File: config.mk
export PLATFORM = sky130hd
export DESIGN_NAME = power_shutdown_wakeup
export DESIGN_NICKNAME = d
export VERILOG_FILES = /design/src/design/power_shutdown_pkg.sv /design/src/design/power_shutdown_wakeup.sv /design/src/design/wake_debounce.sv
export SDC_FILE = /design/constraint.sdc
export NUM_CORES = 1
export LEC_CHECK = 0
export CAP_MARGIN = 25
export CELL_PAD_IN_SITES_DETAIL_PLACEMENT = 2
export CELL_PAD_IN_SITES_GLOBAL_PLACEMENT = 2
export CORE_ASPECT_RATIO = 0.6
export CORE_MARGIN = 1.5
export CORE_UTILIZATION = 39
export CTS_CLUSTER_DIAMETER = 30
export CTS_CLUSTER_SIZE = 10
export DETAILED_ROUTE_END_ITERATION = 12
export DONT_BUFFER_PORTS = 1
export GPL_TIMING_DRIVEN = 0
export PLACE_DENSITY_LB_ADDON = 0.1
export SLEW_MARGIN = 10
export SYNTH_ARGS = -nofsm -noshare
export SYNTH_HDL_FRONTEND = slang
export SYNTH_SLANG_ARGS = --single-unit
File: constraint.sdc
create_clock -name clk -period 3.4 [get_ports clk]
set_clock_uncertainty 0.1 [all_clocks]
set_input_delay 0.17 -clock clk [delete_from_list [all_inputs] [get_ports clk]]
set_output_delay 0.17 -clock clk [all_outputs]
set_load 0.05 [all_outputs]
File: src/design/power_shutdown_pkg.sv
// constants and types for the shutdown and wake-up controller
// Function
// - runs on one permanent clock; no gating of any register.
// - keyed command write with command bit 1 asserts power-off; bit 0 does nothing.
// - whole command write ignored unless bits 31..24 carry the unlock value.
// - power-off output changes two clock cycles after an accepted command.
// - edge selector: 0 off, 1 rising, 2 falling, 3 any edge.
// - wake valid after new level held debounce*16+1 consecutive cycles.
// - selected edge starts debounce counter; reaching target releases power-off.
// - any input change before target clears counter, no release; counting restarts if that edge is itself selected.
// - wake input flag bit 0 set on wake event, cleared by status read.
// - alarm wake enable bit 17 lets alarm release power-off; else ignored.
// - alarm is a rising-edge event detected after two-flop synchronisation.
// - alarm wake flag bit 17 set on enabled alarm, cleared by status read.
package power_shutdown_pkg;
  // register byte offsets
  localparam logic [7:0] OFF_CMD = 8'h00;
  localparam logic [7:0] OFF_CFG = 8'h04;
  localparam logic [7:0] OFF_STAT = 8'h08;
  localparam logic [7:0] OFF_IMASK = 8'h0c;
  // command fields
  localparam logic [7:0] UNLOCK_VALUE = 8'ha5;
  localparam int KEY_LSB = 24;
  localparam int CMD_BIT = 0;
  // configuration fields
  localparam int SEL_LSB = 0;
  localparam int DEB_LSB = 4;
  localparam int ALARM_EN_BIT = 17;
  localparam logic [31:0] CFG_RESET = 32'h00000003;
  localparam logic [31:0] CFG_MASK = 32'h000200f3;
  // status fields
  localparam int WAKE_FLAG_BIT = 0;
  localparam int ALARM_FLAG_BIT = 17;
  localparam logic [31:0] STAT_MASK = 32'h00020001;
  // timing
  localparam int CMD_DELAY = 2;
  localparam int DEB_SCALE = 16;
  // wake edge selector codes
  typedef enum logic [1:0] {
    EDGE_NONE = 2'b00,
    EDGE_UP = 2'b01,
    edge_down = 2'b10,
    EDGE_ANY = 2'b11
  } edge_sel_t;
  // debounce controller states
  typedef enum logic [1:0] {
    DB_IDLE = 2'b00,
    DB_COUNT = 2'b01
  } deb_state_t;
  // configuration as carried to the debouncer
  typedef struct packed {
    logic alarmWakeEn;
    logic [3:0] debounce;
    edge_sel_t edgeSel;
  } wake_cfg_t;
endpackage

File: src/design/power_shutdown_wakeup.sv
// shutdown and wake-up controller with ahb-lite register slave
//
// Design decision made here: the AHB-Lite slave port.
`timescale 1ns/1ns
`default_nettype none
module power_shutdown_wakeup
  import power_shutdown_pkg::*;
(
  // clock and reset, permanent slow clock
  input wire logic clk,
  input wire logic reset,
  // ahb-lite slave
  input wire logic hsel,
  input wire logic [31:0] haddr,
  input wire logic [1:0] htrans,
  input wire logic hwrite,
  input wire logic [2:0] hsize,
  input wire logic [31:0] hwdata,
  input wire logic hready,
  output logic [31:0] hrdata,
  output logic hreadyout,
  output logic hresp,
  // pins
  input wire logic wake_in0,
  input wire logic alarmIn,
  output logic power_off_out,
  // interrupt
  output logic irq
);
  logic dataPhase;
  logic dataWrite;
  logic [7:0] dataAddr;
  logic [31:0] cfgReg;
  logic [31:0] statReg;
  logic [31:0] maskReg;
  logic wakeS1;
  logic wakeS2;
  logic alarmS1;
  logic alarmS2;
  logic alarmPrev;
  logic alarmEvent;
  logic wakeValid;
  logic cmdAccept;
  logic [1:0] cmdPipe;
  logic statRead;
  logic statWrite;
  logic wakeRelease;
  logic [31:0] next_stat;
  wake_cfg_t cfg;

  // bus: zero wait states, always okay
  assign hreadyout = 1'b1;
  assign hresp = 1'b0;

  // address phase capture
  always_ff @(posedge clk) begin
    if (reset) begin
      dataPhase <= 1'b0;
      dataWrite <= 1'b0;
      dataAddr <= 8'h00;
    end else if (hready) begin
      dataPhase <= hsel & htrans[1];
      dataWrite <= hwrite;
      dataAddr <= haddr[7:0];
    end
  end

  // keyed command: wrong key drops the write entirely
  assign cmdAccept = dataPhase && dataWrite && dataAddr == OFF_CMD
    && hwdata[KEY_LSB +: 8] == UNLOCK_VALUE
    && hwdata[CMD_BIT];

  assign statRead = dataPhase && !dataWrite && dataAddr == OFF_STAT;
  assign statWrite = dataPhase && dataWrite && dataAddr == OFF_STAT;

  // configuration and mask registers
  always_ff @(posedge clk) begin
    if (reset) begin
      cfgReg <= CFG_RESET;
      maskReg <= 32'h00000000;
    end else if (dataPhase && dataWrite) begin
      if (dataAddr == OFF_CFG) cfgReg <= hwdata & CFG_MASK;
      if (dataAddr == OFF_IMASK) maskReg <= hwdata & STAT_MASK;
    end
  end

  assign cfg.edgeSel = edge_sel_t'(cfgReg[SEL_LSB +: 2]);
  assign cfg.debounce = cfgReg[DEB_LSB +: 4];
  assign cfg.alarmWakeEn = cfgReg[ALARM_EN_BIT];

  // read data, registered at the address phase
  always_ff @(posedge clk) begin
    if (reset) hrdata <= 32'h00000000;
    else if (hready && hsel && htrans[1] && !hwrite) begin
      case (haddr[7:0])
        OFF_CFG: hrdata <= cfgReg;
        OFF_STAT: hrdata <= next_stat;
        OFF_IMASK: hrdata <= maskReg;
        default: hrdata <= 32'h00000000;
      endcase
    end
  end

  // pin synchronisers, single clock domain only
  always_ff @(posedge clk) begin
    if (reset) begin
      wakeS1 <= 1'b0;
      wakeS2 <= 1'b0;
      alarmS1 <= 1'b0;
      alarmS2 <= 1'b0;
      alarmPrev <= 1'b0;
    end else begin
      wakeS1 <= wake_in0;
      wakeS2 <= wakeS1;
      alarmS1 <= alarmIn;
      alarmS2 <= alarmS1;
      alarmPrev <= alarmS2;
    end
  end

  // rising alarm edge, only when enabled; a held alarm never wakes
  assign alarmEvent = alarmS2 & ~alarmPrev & cfg.alarmWakeEn;

  wake_debounce #(
    .CNT_W(9)
  ) u_debounce (
    .clk(clk),
    .reset(reset),
    .wakeLevel(wakeS2),
    .cfg(cfg),
    .wakeValid(wakeValid)
  );

  assign wakeRelease = wakeValid | alarmEvent;

  // status flags; hardware set wins over read or write-one clear
  always_comb begin
    next_stat = statReg;
    if (statRead) next_stat = 32'h00000000;
    if (statWrite) next_stat = statReg & ~hwdata;
    if (wakeValid) next_stat[WAKE_FLAG_BIT] = 1'b1;
    if (alarmEvent) next_stat[ALARM_FLAG_BIT] = 1'b1;
  end

  always_ff @(posedge clk) begin
    if (reset) statReg <= 32'h00000000;
    else statReg <= next_stat;
  end

  assign irq = |(statReg & maskReg);

  // two-cycle delay from accepted command
  always_ff @(posedge clk) begin
    if (reset) cmdPipe <= 2'b00;
    else cmdPipe <= {cmdPipe[0], cmdAccept};
  end

  // power-off holds until a qualified wake
  always_ff @(posedge clk) begin
    if (reset) power_off_out <= 1'b0;
    else if (wakeRelease) power_off_out <= 1'b0;
    else if (cmdPipe[CMD_DELAY-1]) power_off_out <= 1'b1;
  end
endmodule
`default_nettype wire

File: src/design/wake_debounce.sv
// edge detector and debounce counter for the wake input
`timescale 1ns/1ns
`default_nettype none
module wake_debounce
  import power_shutdown_pkg::*;
#(
  parameter int CNT_W = 9
) (
  // clock and reset
  input wire logic clk,
  input wire logic reset,
  // synchronised input and settings
  input wire logic wakeLevel,
  input wire wake_cfg_t cfg,
  // qualified wake pulse
  output logic wakeValid
);
  logic prevLevel;
  deb_state_t state;
  logic [CNT_W-1:0] count;
  logic rise;
  logic fall;
  logic trigger;
  logic changed;
  logic [CNT_W-1:0] target;

  // target count: debounce*16 + 1 cycles of stable level
  assign target = CNT_W'(cfg.debounce * DEB_SCALE);
  assign rise = wakeLevel & ~prevLevel;
  assign fall = ~wakeLevel & prevLevel;
  assign changed = rise | fall;

  // edge selector decode
  always_comb begin
    case (cfg.edgeSel)
      EDGE_NONE: trigger = 1'b0;
      EDGE_UP: trigger = rise;
      edge_down: trigger = fall;
      EDGE_ANY: trigger = changed;
      default: trigger = 1'b0;
    endcase
  end

  // previous sample for edge detection
  always_ff @(posedge clk) begin
    if (reset) prevLevel <= 1'b0;
    else prevLevel <= wakeLevel;
  end

  // count cycles while the new level holds
  always_ff @(posedge clk) begin
    if (reset) begin
      state <= DB_IDLE;
      count <= '0;
      wakeValid <= 1'b0;
    end else begin
      wakeValid <= 1'b0;
      case (state)
        DB_IDLE: begin
          count <= '0;
          if (trigger) begin
            state <= DB_COUNT;
            if (target == '0) begin
              wakeValid <= 1'b1;
              state <= DB_IDLE;
            end
          end
        end
        DB_COUNT: begin
          if (changed) begin
            // a bounce restarts only if the new edge is itself selected
            count <= '0;
            state <= trigger ? DB_COUNT : DB_IDLE;
          end else if (count + 1'b1 == target) begin
            wakeValid <= 1'b1;
            state <= DB_IDLE;
            count <= '0;
          end else begin
            count <= count + 1'b1;
          end
        end
        default: state <= DB_IDLE;
      endcase
    end
  end
endmodule
`default_nettype wire

==> results of run 1 <==
-- registers in the layout, indices dropped and copies added (netlist names), 2 cells and up --
signal,flops
hrdata,32
statReg,32
u_debounce.count,9
dataAddr,8
cfgReg,7
cmdPipe,2
maskReg,2
-- synthesized netlist by cell type (2+ instances only) --
cell type  number
dfxtp_1       103
nor2_1         95
nand2_1        34
o21ai_0        33
a21oi_1        30
o211ai_1       25
clkbuf_1       22
mux2i_1        20
nor2b_1        11
nor3_1         10
nand3_1         8
a22o_1          7
inv_1           7
xnor2_1         6
buf_1           4
o2bb2ai_1       4
xor2_1          4
ha_1            3
nand4b_1        3
nor3b_1         3
nor4_1          3
a211o_1         2
a21o_1          2
a221oi_1        2
and2_1          2
and3_1          2
buf_2           2
buf_4           2
conb_1          2
nand2b_1        2
nand3b_1        2
o2111ai_1       2
or3_1           2
-- metal layers --
| metal | part of all wire, % | vias to the layer above |
|---|---|---|
| met5 | 0 | - |
| met3 | 5.6 | 9 |
| met1 | 48 | 1855 |
| met4 | 0.76 | 0 |
| met2 | 46 | 80 |
| li1 | - | 1776 |
-- final timing paths --
check / from / end / slack (ns) / cells past startpoint
setup / recovery: u_debounce.count[0] / u_debounce.wakeValid / 0.81 / 7
hold / removal: haddr[2] / hrdata[2] / 0.01 / 3
setup reg to reg: u_debounce.count[0] / u_debounce.wakeValid / 0.81 / 7
hold reg to reg: alarmS1 / alarmS2 / 0.35 / 1
-- tightest hold or removal path: stages --
cell,delay [ns]
nor3b_2,0.08
o211ai_1,0.10
a21oi_1,0.06
-- metrics by stage --
| step | total power, mW | worst slack, ns |
|---|---|---|
| floorplan | 1.314 | 1.322 |
| global placement | 1.338 | 0.9691 |
| detailed placement | 1.342 | 0.8592 |
| CTS | 2.509 | 0.8371 |
| global route | 2.576 | 0.5755 |
| finish | 2.494 | 0.8120 |
-- area by class of cell --
class | instances | area [sq um] | area share [%]
plain buffers | 32 | 138.9 | 2.691
clock buffers | 10 | 239.0 | 4.630
clock inverters | 6 | 83.83 | 1.624
inverters | 7 | 26.28 | 0.5091
multi-input cells | 339 | 1997 | 38.69
flip-flops and latches | 103 | 2062 | 39.95
well taps | 139 | 173.9 | 3.370
repair buffers | 44 | 440.4 | 8.533
-- logic make-up (layout without fill, tap and decap cells) --
family | after synthesis | count (layout) | share of synthesized area [%]
adders and majority gates | 3 | 3 | 0.8887
xor gates and xnor gates | 11 | 11 | 2.636
buffers and inverters | 39 | 99 | 3.910
muxes | 20 | 20 | 4.739
DFF | 103 | 103 | 48.82
other | 2 | 2 | 0.1778
AOI/OAI and AO/OA | 116 | 116 | 17.83
and+or+nand+nor | 187 | 187 | 21.00
-- where the power goes --
group | internal (mW) | switching [mW] | total (mW)
Combinational | 0.0578 | 0.0765 | 0.134
Clock | 0.663 | 0.473 | 1.14
Sequential | 1.22 | 0.00763 | 1.22
==> reports/summary.txt, run 1 <==
Area contributors post-synth = dfxtp_1 (49%), nor2_1 (8.4%), mux2i_1 (4.7%)
H-tree level count = 3
CTS tree = done
Tcrit/Tclk final = 76.12%
M1 GR Usage = 33.23%
post-route insts no fill = 680
clk buf depth = 2
Async S/R FF share, synth = 0%
pwr dens = 483.3 nW/um^2
CP max stage delay = 0.68 ns
cell family with most CP delay = compound AO/OA/AOI/OAI gates
Main synth FF type = dfxtp_1
met3 Resource Use GR = 7.590%
FP Rows = 29
RSZ-0062 raised after global routing = false
max cap viols = 0
EDFF count, synth = 0
antenna-violating nets left = 0
die height = 83.62 um
vias per cell = 5.471
die area = 11,480 sq um
Cell Chain, Critical Path = ha_1, buf_6, xor3_1, nor4_1, o31ai_1, a221oi_2, a22o_1
Tightest Hold Check Type = in -> reg
Via Count = 3,720
vias in the first global route = 4,232
wire per inst = 20.68 um
FF+latch count, synth = 103
Crit Path Max Fanout = 9
Syn Nets = 560
initial cell density of the core = 40.00%
Yosys warning total = 0
cell taking the most area after synthesis = dfxtp_1
setup TNS = 0 ns
# DRC = 0
largest net degree at the start of global routing = 17
fmax = 386.4 MHz
Nets = 615
LEAKAGE = 1.893 nW
Post-DP HPWL = 9629 um
Fin. Hold Viols = 0
DRT Pass-1 Iters = 4
IO Port Bufs = 0
total CTS buffers = 9
status = finished, final reports clean
post-route cell area = 5161 sq um
clk_lat worst skew = 0.35 ns
Cell variety after synth = 55
Final GP Congestion = 0.7565
crit path time final = 2.588 ns
Clock Root Buffer = clkbuf_16
max-slew violation count = 0
Core Region = 10,560 sq um
final wirelength = 14,060 um
Mapped Cells = 481
M2 GR Usage = 43.26%
CP bufs+invs = 1
slew margin rel. = 50.77%
startpoint types = register
Worst Path Arrival = 2.78 ns
Min Hold Slack = 0.01019 ns
CTS Hold Bufs = 44
initial antenna violation count = 0
fillers = 1,113
top cell type's share of synthesized area = 48.82%
most frequent cells in the layout = dfxtp_1 (103), nor2_1 (95), dlygate4sd3_1 (44)
commonest non-fill, non-tap cell in the layout = dfxtp_1
diode count = 0
Cells after DPL = 620
Crit-path slowest cell = a221oi_2
Crit Path Category = reg -> reg
DRT iter0 DRCs = 141
global route hottest layer = met2
# IOs = 112
Die Wd = 137.4 um
Final Core Density = 48.88%
register area share after synthesis = 48.82%
CP endpoint kind = register
Post-CTS Resized = 0
Mapped Area = 4224 sq um
average size of a mapped cell = 8.782 sq um
maximum vdd drop = 0.2706 mV
total setup buffers inserted after CTS = 0
GRT overflow = 0
clk slew on worst S/H paths = 0.07 ns
first-pass GRT wire length = 22,640 um
clock sink total = 103
Total GRT Usage = 25.90%
Final setup viols = 0
Post-Place Cell Area = 4398 sq um
Worst-Margin Slew = 0.7384 ns
area grow syn2layout = 22.19%
CP required = 3.59 ns
share of layout cells above drive strength 1 = 5.545%
No activity file was read; power rests on OpenSTA's default activity.
==> inputs of run 2 (changes only) <==
- CORE_UTILIZATION: 39 -> 36
- clock period: 3.4 -> 2.49 ns (I/O delays scaled with it)
==> run 2 against run 1 <==
Against the previous run:
- core utilization fell by 3.1 points
- cell count rose by 3.8%
- wire length rose by 4.2%
- clock-buffer cell count did not move
- register-to-register slack got worse by 0.66 ns
- clock power rose by 21%
- fmax rose by 11%
- non-clock buffer count rose by 4
- worst hold slack got worse by 0.0024 ns
- via count rose by 2.5%
- first-iteration DRC count fell by 16%
==> reports/summary.txt, run 2 (synthesis gave the netlist of run 1 again) <==
status = finished, final reports clean
Worst-Margin Slew = 0.7022 ns (-0.03619 ns)
slew margin rel. = 53.18% (+2.4 points)
reg2reg start = u_debounce.count[0]
Nets = 619 (+0.65%)
most frequent cells in the layout = dfxtp_1 (103), nor2_1 (95), dlygate4sd3_1 (46)
Post-DP HPWL = 9925 um (+3.1%)
Switch Pwr = 0.8015 mW (+44%)
CP endpoint kind = register
final wirelength = 14,650 um (+4.2%)
dpl ws = -0.07126 ns (-0.9304 ns)
Total GRT Usage = 24.63% (-1.3 points)
max-slew violation count = 0 (unchanged)
largest net degree at the start of global routing = 19 (+2)
fillers = 1,247 (+12%)
initial cell density of the core = 37.14% (-2.9 points)
Cells after DPL = 641 (+3.4%)
max cap viols = 0 (unchanged)
Tightest Hold Check Type = in -> reg
total CTS buffers = 9 (unchanged)
Final GP Congestion = 0.7550 (-0.20%)
clk_lat worst skew = 0.34 ns (about the same)
fmax = 428.4 MHz (+11%)
setup TNS = 0 ns (unchanged)
Final setup viols = 0 (unchanged)
# IOs = 112 (unchanged)
GRT overflow = 0 (unchanged)
Crit Path Category = reg -> reg
initial antenna violation count = 1 (+1)
largest registers = hrdata: 32 flops, statReg: 32 flops, u_debounce.count: 9 flops
Clock Root Buffer = clkbuf_16
Sequential Power Share = 51.6% (+2.5 points)
Fin. Hold Viols = 0 (unchanged)
antenna-violating nets left = 0 (unchanged)
H-tree level count = 3 (unchanged)
CP required = 2.67 ns (-0.92 ns)
DRT Pass-1 Iters = 4 (unchanged)
maximum vdd drop = 0.3700 mV (+37%)
RSZ-0062 raised after global routing = false
Crit Path Max Fanout = 9 (unchanged)
clock sink total = 103 (unchanged)
CTS tree = done
# DRC = 0 (unchanged)
vias in the first global route = 4,255 (+0.54%)
vias per cell = 5.401 (-1.3%)
area grow syn2layout = 23.31%
post-route insts no fill = 706 (+3.8%)
IO Port Bufs = 0 (unchanged)
Min Hold Slack = 0.007789 ns (-0.002400 ns)
clk buf depth = 2 (unchanged)
FP Rows = 30 (+3.4%)
clock share of power = 42.5% (-3.1 points)
LEAKAGE = 1.879 nW (-0.75%)
crit path time final = 2.334 ns (-0.2536 ns)
hold wc startpoint = hwdata[1]
Gate power share = 5.9% (+0.5 points)
wire per inst = 20.75 um (+0.34%)
pwr dens = 622.3 nW/um^2 (+29%)
die height = 86.91 um (+3.9%)
first-pass GRT wire length = 23,360 um (+3.2%)
Core Region = 11,370 sq um (+7.7%)
startpoint types = register
Worst Path Arrival = 2.51 ns (-0.27 ns)
share of layout cells above drive strength 1 = 6.055% (+0.51 points)
cell internal pwr = 2.440 mW (+26%)
clk slew on worst S/H paths = 0.08 ns (about the same)
Via Count = 3,813 (+2.5%)
commonest non-fill, non-tap cell in the layout = dfxtp_1
Crit. Startpoint = u_debounce.count[0]
Crit-path slowest cell = dfxtp_1
Die Wd = 142.8 um (+4.0%)
die area = 12,410 sq um (+8.1%)
Tcrit/Tclk final = 93.75% (+18 points)
Cell Chain, Critical Path = ha_1, buf_6, xor3_1, nor4_1, o31ai_2, a221oi_4, buf_4, a22o_1
final worst slack = 0.1557 ns (-0.6564 ns)
DRT iter0 DRCs = 118 (-16%)
CP max stage delay = 0.48 ns (-0.20 ns)
sw frac = 24.73% (+2.4 points)
## run 2: changes by cell type in the layout (fill, tap and decap cells not counted), sizes merged
cell / delta
buf: +2
bufinv: -2
clkinv: -2
clkinvlp: +1
diode: +1
dlygate4sd3: +2
inv: +3
## run 2: stage by stage
stage | utilization [%] | instance area (sq um) | power, mW
floorplan | - | 4224 | 1.795
global placement | 38.90 | 4424 | 1.829
detailed placement | 38.90 | 4424 | 1.836
CTS | 45.53 | 5179 | 3.267
global route | 45.80 | 5209 | 3.369
finish | 45.80 | 5209 | 3.242
## run 2: final cells by class
cell class | instances | area [sq um] | share of cell area (%)
tap | 160 | 200.2 | 3.843
clock inverter | 6 | 53.80 | 1.033
buffer | 32 | 138.9 | 2.666
multi-input combinational | 339 | 2021 | 38.79
antenna | 1 | 2.502 | 0.04804
sequential | 103 | 2062 | 39.59
inverter | 7 | 26.28 | 0.5044
timing repair buffer | 48 | 475.5 | 9.128
clock buffer | 10 | 229.0 | 4.396
## run 2: worst paths after layout
check                              end  slack [ns]  depth (start not counted)
setup / recovery  u_debounce.wakeValid        0.16                          8
hold / removal              statReg[1]       0.008                          3
setup reg to reg  u_debounce.wakeValid        0.16                          8
hold reg to reg             cmdPipe[1]        0.35                          1
## run 2: what timing repair did
action | 4_1_cts | 5_1_grt
hold buffers | 46 | 0
pin swaps | 0 | 1
endpoints found under the setup margin | 6 | 7
endpoints found under the hold margin | 67 | 0
buffers inserted | 0 | 2
gates resized for setup | 1 | 2
## run 2: power groups by stage
stage               Clock, mW  Combinational, mW  Sequential (mW)
floorplan                   0             0.0892             1.71
global placement            0              0.121             1.71
detailed placement          0              0.127             1.71
CTS                      1.41              0.190             1.67
global route             1.49              0.209             1.67
finish                   1.38              0.192             1.67
## run 2: layer usage
metal	global-route usage [%]	up-vias	part of all wire, %
met2	40.91	86	47
met4	4.311	0	0.46
li1	-	1794	-
met3	5.772	8	5.3
met5	0	-	0
met1	33.25	1925	48
## run 2: critical path: cells and delay by family (launching register included)
family          cells  cell delay, ns
xor+xnor            1            0.30
flops               1            0.48
simple gates        1            0.24
compound gates      3            0.61
fa+ha+maj           1            0.23
buf+inv             2            0.31
